## config.mk

```make
export PLATFORM = sky130hd
export DESIGN_NAME = brc_regs
export DESIGN_NICKNAME = d
export VERILOG_FILES = /design/src/brc_pkg.sv /design/src/brc_regs.sv
export SDC_FILE = /design/constraint.sdc
export NUM_CORES = 1
export LEC_CHECK = 0
export BUFFER_PORTS_ARGS = -buffer_cell sky130_fd_sc_hd__buf_2
export CELL_PAD_IN_SITES_DETAIL_PLACEMENT = 1
export CELL_PAD_IN_SITES_GLOBAL_PLACEMENT = 1
export CORE_ASPECT_RATIO = 0.75
export CORE_MARGIN = 2
export CORE_UTILIZATION = 27
export CTS_BUF_LIST = sky130_fd_sc_hd__clkbuf_4
export DETAILED_ROUTE_END_ITERATION = 10
export PLACE_DENSITY = 0.87
export SETUP_SLACK_MARGIN = 0.15
export SYNTH_ARGS = -nofsm -noshare
export SYNTH_HDL_FRONTEND = slang
export SYNTH_SLANG_ARGS = --single-unit
```

## constraint.sdc

```tcl
create_clock -name aclk -period 1.94 [get_ports aclk]
set_clock_uncertainty 0.05 [all_clocks]
set_input_delay 0.097 -clock aclk [delete_from_list [all_inputs] [get_ports aclk]]
set_output_delay 0.097 -clock aclk [all_outputs]
set_load 0.005 [all_outputs]
```

## src/brc_pkg.sv

```systemverilog
// Constants and carrier types for the bridge control configuration slice.
// Assumes a 4 KB configuration space reached over AXI4-Lite with 32-bit data.
package brc_pkg;
   localparam int BRC_AW = 12;
   localparam logic [11:0] BRC_OFS_CAP_PTR = 12'h034;
   localparam logic [11:0] BRC_OFS_IRQ_CTL = 12'h03c;
   localparam logic [11:0] BRC_OFS_PM_CAP = 12'h080;
   localparam logic [7:0] BRC_CAP_PTR_VAL = 8'h80;
   localparam logic [7:0] BRC_PM_CAP_ID = 8'h01;
   localparam logic [7:0] BRC_NXT_UP = 8'h9c;
   localparam logic [7:0] BRC_NXT_DN = 8'h8c;
   localparam logic [7:0] BRC_IPIN_RST = 8'h00;
   localparam logic [15:0] BRC_CTL_RST = 16'h0000;
   // Bit positions inside the bridge control halfword (dword bits 31:16)
   localparam int BRC_BIT_PERR = 0;
   localparam int BRC_BIT_SERR = 1;
   localparam int BRC_BIT_ISA = 2;
   localparam int BRC_BIT_VGA = 3;
   localparam int BRC_BIT_VGA16 = 4;
   localparam int BRC_BIT_SBR = 6;
   localparam logic [15:0] BRC_CTL_WMASK = 16'h005f;
   localparam logic [15:0] BRC_CTL_VGA_MASK = 16'h0018;
   localparam logic [15:0] BRC_CTL_LEGACY_MASK = 16'hffa0;
   localparam logic [9:0] BRC_VGA_IO_A_LO = 10'h3b0;
   localparam logic [9:0] BRC_VGA_IO_A_HI = 10'h3bb;
   localparam logic [9:0] BRC_VGA_IO_B_LO = 10'h3c0;
   localparam logic [9:0] BRC_VGA_IO_B_HI = 10'h3df;
   localparam logic [31:0] BRC_VGA_MEM_LO = 32'h000a_0000;
   localparam logic [31:0] BRC_VGA_MEM_HI = 32'h000b_ffff;
   localparam logic [1:0] BRC_RESP_OKAY = 2'h0;
   localparam logic [1:0] BRC_RESP_SLVERR = 2'h2;

   typedef struct packed {
      logic [31:0] io_addr;
      logic io_in_window;
      logic [31:0] mem_addr;
   } brc_fwd_req_type;

   typedef struct packed {
      logic io_fwd_down;
      logic io_fwd_up;
      logic vga_io_hit;
      logic vga_mem_hit;
   } brc_fwd_dec_type;
endpackage : brc_pkg

```

## src/brc_regs.sv

```systemverilog
// Bridge control, interrupt pin and power-management capability header registers.
// Assumes an AXI4-Lite master on aclk and forwarding requests from same-clock logic.
`timescale 1ns/100ps
module brc_regs #(
   parameter bit IS_UPSTREAM = 1'b1,
   parameter int PORT_NUM = 0,
   parameter int NUM_DOWN = 4
) (
   input wire logic aclk,
   input wire logic aresetn,
   input wire logic [brc_pkg::BRC_AW-1:0] s_axi_awaddr,
   input wire logic s_axi_awvalid,
   output logic s_axi_awready,
   input wire logic [31:0] s_axi_wdata,
   input wire logic [3:0] s_axi_wstrb,
   input wire logic s_axi_wvalid,
   output logic s_axi_wready,
   output logic [1:0] s_axi_bresp,
   output logic s_axi_bvalid,
   input wire logic s_axi_bready,
   input wire logic [brc_pkg::BRC_AW-1:0] s_axi_araddr,
   input wire logic s_axi_arvalid,
   output logic s_axi_arready,
   output logic [31:0] s_axi_rdata,
   output logic [1:0] s_axi_rresp,
   output logic s_axi_rvalid,
   input wire logic s_axi_rready,
   input wire brc_pkg::brc_fwd_req_type fwd_req,
   output brc_pkg::brc_fwd_dec_type fwd_dec,
   input wire logic err_msg_in,
   output logic err_msg_fwd,
   input wire logic poison_in,
   output logic poison_report,
   input wire logic ipin_load_valid,
   input wire logic [7:0] ipin_load_value,
   output logic port_hot_reset,
   output logic [NUM_DOWN-1:0] downstream_reset_line_n
);
   import brc_pkg::*;

   // Port two has no video routing, so the VGA bits never store a one
   localparam logic [15:0] CTL_WMASK_EFF = (PORT_NUM == 2) ?
      (BRC_CTL_WMASK & ~BRC_CTL_VGA_MASK) : BRC_CTL_WMASK;
   localparam logic [7:0] NXT_PTR = IS_UPSTREAM ? BRC_NXT_UP : BRC_NXT_DN;

   logic [15:0] ctl_ff;
   logic [7:0] ipin_ff;
   logic [BRC_AW-1:0] aw_addr_ff;
   logic [31:0] w_data_ff;
   logic [3:0] w_strb_ff;
   logic [BRC_AW-1:0] ar_addr_ff;
   logic rd_go_ff;
   logic do_wr;
   logic wr_ctl;
   logic [15:0] wr_mask;
   logic [31:0] rd_word;
   logic rd_hit;
   logic wr_hit;
   brc_fwd_dec_type nxt_fwd_dec;
   logic [NUM_DOWN-1:0] rst_line_n_ff;

   // Write address and data are taken independently, then applied together
   assign do_wr = !s_axi_awready && !s_axi_wready && !s_axi_bvalid;

   always_ff @(posedge aclk) begin
      if (!aresetn) begin
         s_axi_awready <= 1'b1;
         aw_addr_ff <= '0;
      end else if (s_axi_awvalid && s_axi_awready) begin
         s_axi_awready <= 1'b0;
         aw_addr_ff <= s_axi_awaddr;
      end else if (s_axi_bvalid && s_axi_bready) begin
         s_axi_awready <= 1'b1;
      end
   end

   always_ff @(posedge aclk) begin
      if (!aresetn) begin
         s_axi_wready <= 1'b1;
         w_data_ff <= '0;
         w_strb_ff <= '0;
      end else if (s_axi_wvalid && s_axi_wready) begin
         s_axi_wready <= 1'b0;
         w_data_ff <= s_axi_wdata;
         w_strb_ff <= s_axi_wstrb;
      end else if (s_axi_bvalid && s_axi_bready) begin
         s_axi_wready <= 1'b1;
      end
   end

   always_comb begin
      wr_hit = 1'b0;
      case ({aw_addr_ff[BRC_AW-1:2], 2'b00})
         BRC_OFS_CAP_PTR: wr_hit = 1'b1;
         BRC_OFS_IRQ_CTL: wr_hit = 1'b1;
         BRC_OFS_PM_CAP: wr_hit = 1'b1;
         default: wr_hit = 1'b0;
      endcase
   end

   always_ff @(posedge aclk) begin
      if (!aresetn) begin
         s_axi_bvalid <= 1'b0;
         s_axi_bresp <= BRC_RESP_OKAY;
      end else if (do_wr) begin
         s_axi_bvalid <= 1'b1;
         s_axi_bresp <= wr_hit ? BRC_RESP_OKAY : BRC_RESP_SLVERR;
      end else if (s_axi_bvalid && s_axi_bready) begin
         s_axi_bvalid <= 1'b0;
      end
   end

   // Only the control halfword takes data; everything else in the dword is dropped
   assign wr_ctl = do_wr && ({aw_addr_ff[BRC_AW-1:2], 2'b00} == BRC_OFS_IRQ_CTL);
   assign wr_mask = CTL_WMASK_EFF & {{8{w_strb_ff[3]}}, {8{w_strb_ff[2]}}};

   always_ff @(posedge aclk) begin
      if (!aresetn) begin
         ctl_ff <= BRC_CTL_RST;
      end else if (wr_ctl) begin
         ctl_ff <= (ctl_ff & ~wr_mask) | (w_data_ff[31:16] & wr_mask);
      end
   end

   // Interrupt pin is never written by configuration; only the load port moves it
   always_ff @(posedge aclk) begin
      if (!aresetn) begin
         ipin_ff <= BRC_IPIN_RST;
      end else if (!IS_UPSTREAM && ipin_load_valid) begin
         ipin_ff <= ipin_load_value;
      end
   end

   always_comb begin
      rd_word = 32'h0000_0000;
      rd_hit = 1'b1;
      case ({ar_addr_ff[BRC_AW-1:2], 2'b00})
         BRC_OFS_CAP_PTR: rd_word = {24'h00_0000, BRC_CAP_PTR_VAL};
         BRC_OFS_IRQ_CTL: rd_word = {ctl_ff, ipin_ff, 8'h00};
         BRC_OFS_PM_CAP: rd_word = {16'h0000, NXT_PTR, BRC_PM_CAP_ID};
         default: rd_hit = 1'b0;
      endcase
   end

   // Read data is sampled one cycle after the address is taken
   always_ff @(posedge aclk) begin
      if (!aresetn) begin
         s_axi_arready <= 1'b1;
         ar_addr_ff <= '0;
         rd_go_ff <= 1'b0;
      end else begin
         rd_go_ff <= s_axi_arvalid && s_axi_arready;
         if (s_axi_arvalid && s_axi_arready) begin
            s_axi_arready <= 1'b0;
            ar_addr_ff <= s_axi_araddr;
         end else if (s_axi_rvalid && s_axi_rready) begin
            s_axi_arready <= 1'b1;
         end
      end
   end

   always_ff @(posedge aclk) begin
      if (!aresetn) begin
         s_axi_rvalid <= 1'b0;
         s_axi_rdata <= 32'h0000_0000;
         s_axi_rresp <= BRC_RESP_OKAY;
      end else if (rd_go_ff) begin
         s_axi_rvalid <= 1'b1;
         s_axi_rdata <= rd_word;
         s_axi_rresp <= rd_hit ? BRC_RESP_OKAY : BRC_RESP_SLVERR;
      end else if (s_axi_rvalid && s_axi_rready) begin
         s_axi_rvalid <= 1'b0;
      end
   end

   // Forwarding decisions, one cycle behind the request
   always_comb begin
      logic low64k;
      logic isa_alias;
      logic vga_io_range;
      logic vga_io_upper;
      low64k = 1'b0;
      isa_alias = 1'b0;
      vga_io_range = 1'b0;
      vga_io_upper = 1'b0;
      low64k = (fwd_req.io_addr[31:16] == 16'h0000);
      isa_alias = low64k && (fwd_req.io_addr[9:8] != 2'b00);
      nxt_fwd_dec.io_fwd_down = fwd_req.io_in_window && !(ctl_ff[BRC_BIT_ISA] && isa_alias);
      nxt_fwd_dec.io_fwd_up = fwd_req.io_in_window && ctl_ff[BRC_BIT_ISA] && isa_alias;
      vga_io_range = ((fwd_req.io_addr[9:0] >= BRC_VGA_IO_A_LO) && (fwd_req.io_addr[9:0] <= BRC_VGA_IO_A_HI)) ||
                     ((fwd_req.io_addr[9:0] >= BRC_VGA_IO_B_LO) && (fwd_req.io_addr[9:0] <= BRC_VGA_IO_B_HI));
      // 10-bit mode lets aliases above 3FFh hit as well
      vga_io_upper = low64k && (!ctl_ff[BRC_BIT_VGA16] || (fwd_req.io_addr[15:10] == 6'h00));
      nxt_fwd_dec.vga_io_hit = ctl_ff[BRC_BIT_VGA] && vga_io_range && vga_io_upper;
      nxt_fwd_dec.vga_mem_hit = ctl_ff[BRC_BIT_VGA] && (fwd_req.mem_addr >= BRC_VGA_MEM_LO) &&
                                (fwd_req.mem_addr <= BRC_VGA_MEM_HI);
   end

   always_ff @(posedge aclk) begin
      if (!aresetn) begin
         fwd_dec <= '0;
      end else begin
         fwd_dec <= nxt_fwd_dec;
      end
   end

   always_ff @(posedge aclk) begin
      if (!aresetn) begin
         err_msg_fwd <= 1'b0;
         poison_report <= 1'b0;
      end else begin
         err_msg_fwd <= err_msg_in && ctl_ff[BRC_BIT_SERR];
         poison_report <= poison_in && ctl_ff[BRC_BIT_PERR];
      end
   end

   always_ff @(posedge aclk) begin
      if (!aresetn) begin
         port_hot_reset <= 1'b0;
      end else begin
         port_hot_reset <= ctl_ff[BRC_BIT_SBR];
      end
   end

   // A downstream instance drives only its first line; the rest stay released
   for (genvar i = 0; i < NUM_DOWN; i++) begin : g_rst
      always_ff @(posedge aclk) begin
         if (!aresetn) begin
            rst_line_n_ff[i] <= 1'b1;
         end else if (IS_UPSTREAM || (i == 0)) begin
            rst_line_n_ff[i] <= !ctl_ff[BRC_BIT_SBR];
         end else begin
            rst_line_n_ff[i] <= 1'b1;
         end
      end
   end
   assign downstream_reset_line_n = rst_line_n_ff;

   logic [NUM_DOWN-1:0] exp_rst_n;
   for (genvar j = 0; j < NUM_DOWN; j++) begin : g_exp
      assign exp_rst_n[j] = (IS_UPSTREAM || (j == 0)) ? 1'b0 : 1'b1;
   end
endmodule : brc_regs

```

Yosys cells after proc, flatten, opt, wreduce, memory -nomap -nowiden
Index checks and enable logic that the tools add are counted.

cells by class
  magnitude comparators = 6
  reductions and logical operators = 40
  bitwise gates (word level) = 4
  equal/unequal tests = 6
  muxes and demuxes = 14

operator list
  cell                                                                                    count
  32-bit one-hot mux with 3 select lines                                                  1
  10-bit by 4-bit equality test with 1-bit output (second input constant)                 4
  32-bit by 20-bit greater-or-equal comparator with 1-bit output (second input constant)  1
  32-bit by 20-bit less-or-equal comparator with 1-bit output (second input constant)     1
  1-bit logical AND                                                                       22
  10-bit by 6-bit equality test with 1-bit output (second input constant)                 2
  10-bit greater-or-equal comparator (second input constant)                              2
  10-bit less-or-equal comparator (second input constant)                                 2
  16-bit AND                                                                              1
  16-bit by 7-bit AND with 16-bit output                                                  1
  16-bit zero test                                                                        1
  7-bit NOT with 16-bit output                                                            1
  16-bit bitwise OR                                                                       1
  2-bit nonzero test                                                                      6
  1-bit two-way mux                                                                       11
  1-bit zero test                                                                         6
  6-bit zero test                                                                         1
  3-bit OR reduction                                                                      2
  2-bit two-way mux                                                                       2
  1-bit logical OR                                                                        2

storage, ports and cells
  output and inout bits = 52
  bits in registers = 125
  bits of input ports = 143
  word-level logic and storage cells = 92

Longest topological paths before layout
Gate-level depths: netlist of run 1.

  depth in word-level cells = 5
  gate-level depth with buffers = 4
  mapped depth without buffers = 4

Least setup slack after synthesis of run 1
OpenSTA, ideal clock, no wires.

  path kind = reg2reg
  start = reg ar_addr_ff[8]
  end = reg s_axi_rdata[7]
  arrival time = 1.430 ns
  data required time = 1.831 ns
  stages on the path, launching flop included = 5
  buffers on the path = 0
  clock period less this slack = 1.539 ns
  path slack = 0.401 ns
  library setup time = 0.059 ns
  path through = dfxtp_1 > or4_4 > or2_4 > o32ai_2 > and2_1

between the ends
  longest elaborated chain between the ends = 2
  elaborated cells on any way between the ends = 4
  those cells by class = eq/ne: 3; mux: 1

ends and longest elaborated chain
  what                                                                                                                       RTL line         source
  start, declared                                                                                                            brc_regs.sv:51   logic [BRC_AW-1:0] ar_addr_ff;
  start signal, assigned                                                                                                     brc_regs.sv:155  ar_addr_ff <= s_axi_araddr;
  10-bit by 6-bit equality test with 1-bit output / 10-bit by 4-bit equality test with 1-bit output (equally long branches)  brc_regs.sv:137  case ({ar_addr_ff[BRC_AW-1:2], 2'b00})
  32-bit one-hot mux with 3 select lines (*)                                                                                 brc_regs.sv:137
  end signal, assigned                                                                                                       brc_regs.sv:169  s_axi_rdata <= rd_word;
  end, declared                                                                                                              brc_regs.sv:24   output logic [31:0] s_axi_rdata,

Every way passes the cells marked *; elsewhere a longest branch is shown, timed or not.
A chain may end at the register's enable or synchronous reset.

Final worst setup path of run 1
  start = in fwd_req[43] (netlist bit)
  end = reg fwd_dec[1] (netlist bit)

between the ends
  longest elaborated chain between the ends = 4

ends and longest elaborated chain
  what                  RTL line         source
  start, declared       brc_regs.sv:28   input wire brc_pkg::brc_fwd_req_type fwd_req,
  6-bit zero test       brc_regs.sv:193  vga_io_upper = low64k && (!ctl_ff[BRC_BIT_VGA16] || (fwd_req.io_addr[15:10] == 6'h00));
  1-bit logical OR      brc_regs.sv:193
  1-bit logical AND     brc_regs.sv:193
  1-bit logical AND     brc_regs.sv:194  nxt_fwd_dec.vga_io_hit = ctl_ff[BRC_BIT_VGA] && vga_io_range && vga_io_upper;
  end signal, assigned  brc_regs.sv:203  fwd_dec <= nxt_fwd_dec;
  end, declared         brc_regs.sv:29   output brc_pkg::brc_fwd_dec_type fwd_dec,

Every way passes these cells.

==> results.md, run 1 <==
- Final Max Tran Viols: 0
- Leak Pwr: roughly 1.7 nW
- #FFs+latches synth: 57
- Final setup TNS: 0 ps
- Setup repair after global routing missed its margin: false
- Hold Violations, Final: 0
- Via density per instance: ~4.4
- Largest net degree at the start of global routing: 59
- Share of post-route cells with drive strength above 1: 0.305
- Worst Min Path Start: fwd_req[42]
- Cts bufs inserted: 9
- Seq/Total Area, Yosys: 0.458
- Layout Nets: ~590
- # DRC: 0
- First drt pass iteration count: 4
- Clock Latency Late Sink: 390 ps
- Post-detail-place hpwl: about 5.2 mm
- ANT nets after route: 0
- Area of the mapped netlist: 2490 sq um
- Status: completed
- First-pass GRT wire length: approximately 12 mm
- Clock share of power: 0.309
- Total gr overflow: 0
- Count of final setup violators: 0
- Hold path cells: 3
- Critical path endpoint category: register
- Multi-input gate area: about 1200 sq um
- Max clock buf depth: 2
- CTS Sinks: 57
- Mapped Cells: 290
- Most frequent cells in the layout: buf_2, nand2_1, dfxtp_1
- Most common cell after layout, fill and taps aside: buf_2
- Die area: 10,000 sq um
- Sequential share of power: 0.539
- Worst Max-Slew Pin Slew: roughly 510 ps
- Worst r2r path cells: 4
- Chip height: around 87 microns
- Initial Util: 0.277
- Fin crit share: 0.881
- Worst hold slack: about 150 ps
- Reg-to-Reg End: s_axi_rdata[16]$_SDFFE_PN0P_
- Net Sw Power: 0.000644 W
- Switching Share: 0.277
- Layout area overhead: 46.8%
- RR Startpoint: ar_addr_ff[8]$_SDFFE_PN0P_
- Power density over the cells: ~630 nW/um^2
- Slew headroom: 0.662
- Startpoint Class: primary input
- Final Non-Filler Cells: between 500 and 600
- Syn_area_per_cell: about 8.6 sq um
- Critical path required time: between 2000 and 2500 ps
- GRT Resource Usage Total: 0.160
- Die W: around 110 microns
- Number of global-route vias before repair: about 2,600
- Worst EP arrival: a little under 2000 ps
- Final WL: slightly below 8 mm
- Synth warn: 0
- # IOs: between 150 and 200
- Comb pwr share: 0.151
- Placed insts: approximately 500
- Row count: 30
- Gpl congestion: 0.773
- CTS tree: built
- Clock Pin Slew Worst Setup and Hold Paths: 110 ps
- Peak supply drop: about 0.23 mV
- Setup CP Type: in2reg
- Vias: around 2,500
- Count of input and output buffers: 111
- Max frequency: 585 MHz
- Setup WS post-layout: roughly 230 ps
- Storage element area: between 1000 and 1500 sq um
- Crit path time final: between 1500 and 2000 ps
- Routed WL per cell: approximately 14 microns
- Filler cell count: roughly 1,100
- Initial antenna violation count: 1
- Yosys cell types: 32
- Int Power: about 0.0017 W
- Setup slack, reg-to-reg: between 200 and 300 ps
- Hold Path End: fwd_dec[2]$_SDFF_PN0_
- Hold Crit Class: in2reg
- # Max-Cap Violations: 0
- H-tree depth: 3
- CP max FO: 1
- DRT iter0 DRCs: 62
- Total core area: around 9000 sq um
- Clock root cell: clkbuf_4
- Dpl ws: 226 ps
-- through the flow --
step | cell area, sq um | power [W] | util
5_1_grt | 3660 | 0.00247 | 0.406
3_5_place_dp | 3020 | 0.00155 | 0.335
3_3_place_gp | 3020 | 0.00153 | 0.335
4_1_cts | 3640 | 0.00235 | 0.404
6_report | 3660 | 0.00232 | 0.406
2_1_floorplan | 2570 | 0.00144 | -
-- power by group through the flow --
stage / combinational (W) / clock (W) / sequential [W]
after detailed placement: 0.000271 / 0 / 0.00128
after CTS: 0.000347 / 0.000753 / 0.00125
after floorplan: 0.000174 / 0 / 0.00127
final: 0.000351 / 0.000717 / 0.00125
after global placement: 0.000257 / 0 / 0.00128
after global routing: 0.000391 / 0.000815 / 0.00126
-- cells in the mapped netlist (all sizes together) --
cell     number  share of area
o21ai         6          0.012
dfxtp        57           0.46
o32ai         1         0.0065
o22ai         1         0.0025
nand4b        2         0.0095
a2111oi       1         0.0035
nand3         3         0.0060
inv           6         0.0090
buf          31          0.093
a21boi       27          0.081
a211o         1         0.0035
mux2i         6          0.024
and3          3         0.0075
nor2          5         0.0075
nor2b        14          0.035
nand3b        1         0.0030
nand2b        1         0.0055
nor3          4          0.013
clkbuf        7          0.011
and2          4          0.010
nor4         14          0.041
or4           1         0.0045
o21a          2         0.0060
a21oi        12          0.024
or2           1         0.0035
conb          1         0.0015
nand2        78           0.12
-- critical path, stage by stage --
cell,delay (ps)
dlygate4sd3_1,540
buf_2,120
nor2_1,80
dlygate4sd3_1,550
nand2_1,70
a211o_1,310
nor4_1,220
-- what timing repair did --
item / CTS / global route
setup endpoints to repair: 0 / 8
endpoints found under the hold margin: 40 / 0
gates resized for setup: 0 / 2
buffers inserted: 0 / 0
hold buffers: 51 / 0
-- worst max-delay path by stage --
| stage | cells after the start | slack (ps) | startpoint | to |
|---|---|---|---|---|
| after detailed placement | 4 | 230 | s_axi_bvalid$_SDFFE_PN0P_ | register |
| after CTS | 4 | 230 | s_axi_bvalid$_SDFFE_PN0P_ | register |
| after global placement | 4 | 280 | s_axi_bvalid$_SDFFE_PN0P_ | register |
| final | 7 | 230 | fwd_req[43] | fwd_dec[1]$_SDFF_PN0_ |
| after global routing | 6 | 150 | fwd_req[55] | fwd_dec[2]$_SDFF_PN0_ |
| after floorplan | 4 | 400 | ar_addr_ff[8]$_SDFFE_PN0P_ | s_axi_rdata[7]$_SDFFE_PN0P_ |
-- cell type report --
class | count | share of cell area
clock buffers | 10 | 0.0205
repair buffers | 164 | 0.296
flip-flops and latches | 57 | 0.312
multi-input cells | 210 | 0.317
inverters | 6 | 0.00616
well taps | 112 | 0.0383
diodes | 1 | 0.000684
clock inverters | 6 | 0.00958
-- logic make-up (layout without fill, tap and decap cells) --
family	count (synthesis)	in the layout	synth area share
and+or+nand+nor	131	131	0.264
DFF	57	57	0.458
AOI/OAI and AO/OA	51	51	0.140
buffers and inverters	44	186	0.113
muxes	6	6	0.0241
other	1	23	0.00151
-- metal layers --
layer	vias up	track usage	wire length, microns
met3	29	0.0536	395
met5	-	0	0
met1	1149	0.169	3210
met4	0	0.0767	318
li1	1238	-	-
met2	94	0.288	3890
No activity file was read; power rests on OpenSTA's default activity.
==> inputs of run 2 (changes only) <==
- ABC_AREA: unset -> 1
- CORE_UTILIZATION: 27 -> 26
- MAX_ROUTING_LAYER: unset -> met4
==> results.md, run 2 <==
- CP max FO: 2 (was 1)
- ANT nets after route: 0 (unchanged)
- Share of post-route cells with drive strength above 1: 0.264 (was 0.305)
- Vias: 2,814 (was 2,510)
- Mapped Cells: 342 (was 290)
- Clock Latency Late Sink: 410 ps (was 390 ps)
- Slew headroom: 0.624 (was 0.662)
- Count leader, synth: nor2_1 (was nand2_1)
- DRT iter0 DRCs: 65 (was 62)
- GRT Resource Usage Total: 0.170 (was 0.160)
- Status: completed (unchanged)
- Main flop type after synthesis: dfxtp_1 (unchanged)
- Final Non-Filler Cells: 655 (was 566)
- Worst Max-Slew Pin Slew: 562 ps (was 508 ps)
- Grt peak-use layer: met2 (unchanged)
- # IOs: 195 (unchanged)
- Count of input and output buffers: 111 (unchanged)
- Setup CP Type: in2reg (unchanged)
- Cts bufs inserted: 9 (unchanged)
- First-pass GRT wire length: 13.6 mm (was 12.2 mm)
- Leak Pwr: 1.87 nW (was 1.65 nW)
- H-tree depth: 3 (unchanged)
- Count of final setup violators: 0 (unchanged)
- Seq/Total Area, Yosys: 0.453 (was 0.458)
- Final Max Tran Viols: 0 (unchanged)
- Yosys top cell by area: dfxtp_1 (unchanged)
- Yosys cell types: 22 (was 32)
- Number of global-route vias before repair: 2,965 (was 2,581)
- Setup repair after global routing missed its margin: false (unchanged)
- Most common cell after layout, fill and taps aside: buf_2 (unchanged)
- Synth async-reset ratio: 0 (unchanged)
- M2 GR Usage: 0.305 (was 0.288)
- Total gr overflow: 0 (unchanged)
- Gpl congestion: 0.742 (was 0.773)
- Max frequency: 577 MHz (was 585 MHz)
- Routing usage on met1: 0.169 (about the same)
- Final setup TNS: 0 ps (unchanged)
- Final WL: 8.42 mm (was 7.82 mm)
- Synth top area share: 0.453 (was 0.458)
- Max clock buf depth: 2 (unchanged)
- Synth warn: 0 (unchanged)
- Clock Pin Slew Worst Setup and Hold Paths: 100 ps (was 110 ps)
- Post-detail-place hpwl: 5.53 mm (was 5.18 mm)
- Top cells by area, synth: dfxtp_1, nor2_1, buf_4, o21ai_0, nand2_1 (was dfxtp_1, nand2_1, buf_4, a21boi_1, nor2b_1)
- Critical path endpoint category: register (unchanged)
- First drt pass iteration count: 4 (unchanged)
- Synth cell count leaders: nor2_1, dfxtp_1, nand2_1 (was nand2_1, dfxtp_1, buf_4)
- Hold Crit Class: in2reg (unchanged)
- EDFF count, synth: 0 (unchanged)
- Hold Violations, Final: 0 (unchanged)
- Clock root cell: clkbuf_4 (unchanged)
- Critical path required time: 2210 ps (was 2200 ps)
- CTS tree: built (unchanged)
- Row count: 31 (was 30)
- Die area: 10,500 sq um (was 10,000 sq um)
- Total core area: 9540 sq um (was 9010 sq um)
- Most frequent cells in the layout: buf_2, nor2_1, dlygate4sd3_1 (was buf_2, nand2_1, dfxtp_1)
- Crit path time final: 1730 ps (was 1710 ps)
- Layout Nets: 660 (was 591)
- Via density per instance: 4.30 (was 4.43)
- Syn_area_per_cell: 7.36 sq um (was 8.59 sq um)
- Chip height: 89.2 microns (was 87.2 microns)
- Filler cell count: 1,227 (was 1,123)
- GR Util met3: 0.0568 (was 0.0536)
- Peak supply drop: 0.254 mV (was 0.230 mV)
- Routed WL per cell: 12.9 microns (was 13.8 microns)
- Power density over the cells: 642 nW/um^2 (was 635 nW/um^2)
- # DRC: 0 (unchanged)
- Fin crit share: 0.894 (was 0.881)
- Largest net degree at the start of global routing: 24 (was 59)
- Area of the mapped netlist: 2520 sq um (was 2490 sq um)
- Initial Util: 0.264 (was 0.277)
- Final total power: 0.00248 W (was 0.00232 W)
- Die W: 118 microns (was 115 microns)
- Startpoint Class: primary input (unchanged)
- Placed insts: 570 (was 498)
- # Max-Cap Violations: 0 (unchanged)
- CTS Sinks: 57 (unchanged)
- #FFs+latches synth: 57 (unchanged)
- Worst EP arrival: 2000 ps (was 1970 ps)
- Layout area overhead: 53.4% (was 46.8%)
- Initial antenna violation count: 0 (was 1)
## run 2: cell count changes after synthesis, moves of 12 or more
cell	before	now
nor2_1	5	78
nand2_1	78	42
o21ai_0	2	37
a21boi_1	27	0
inv_1	5	30
nor2b_1	14	0
nor4_1	13	1
## run 2: through the flow
step / setup WS, ps / cell area (sq um) / hold WS, ps / utilization
finish: 206 / 3860 / 30.9 / 0.405
global route: 176 / 3860 / 35.4 / 0.404
CTS: 404 / 3860 / 4.90 / 0.404
detailed placement: 591 / 3070 / 277 / 0.321
global placement: 651 / 3070 / 267 / 0.321
floorplan: 858 / 2600 / 166 / -
## run 2: logic make-up (layout without fill, tap and decap cells)
group	Yosys count	in the layout	share of synthesized area
simple gates	154	154	0.270
buf+inv	68	227	0.151
compound gates	62	62	0.124
flops	57	57	0.453
other cells	1	23	0.00149
## run 2: layout make-up
| cell class | count | area, sq um | share of cell area |
|---|---|---|---|
| antenna | 1 | 2.50 | 0.000648 |
| clock buffer | 12 | 90.1 | 0.0233 |
| clock inverter | 4 | 20.0 | 0.00518 |
| inverter | 30 | 113 | 0.0292 |
| multi-input combinational | 238 | 1080 | 0.279 |
| sequential | 57 | 1140 | 0.296 |
| tap | 132 | 165 | 0.0428 |
| timing repair buffer | 181 | 1250 | 0.324 |
## run 2: path summary, 6_finish.rpt
kind / end / startpoint / cells past startpoint / slack (ps)
min: s_axi_awready$_SDFFE_PN1P_ / aresetn / 2 / 30
min reg2reg: ar_addr_ff[11]$_SDFFE_PN0P_ / ar_addr_ff[11]$_SDFFE_PN0P_ / 2 / 410
max: fwd_dec[3]$_SDFF_PN0_ / fwd_req[60] / 9 / 210
max reg2reg: fwd_dec[1]$_SDFF_PN0_ / register / 5 / 450
## run 2: routing by layer
metal	up-vias	routed length, microns
li1	1400	-
met1	1290	3410
met2	92	4240
met3	32	455
met4	0	314
met5	-	0
## run 2: repair_timing
item,in CTS,in global routing
endpoints found under the setup margin,0,1
setup buffers,0,0
hold buffers,68,0
resized for setup,0,1
endpoints found under the hold margin,38,0
## run 2: report_power, final
group          internal [W]  total, W  switching, W
registers           0.00124   0.00130     0.0000516
clock network      0.000298  0.000726      0.000427
logic              0.000232  0.000456      0.000225
total               0.00177   0.00248      0.000704
## run 2: critical path, cell delays in order
cell and delay, ps:
dlygate4sd3_1 530, buf_2 130, nor2_1 130, dlygate4sd3_1 600, nand4_1 120, nor2_2 160, nand2_1 100, nand3_1 80
inv_1 40
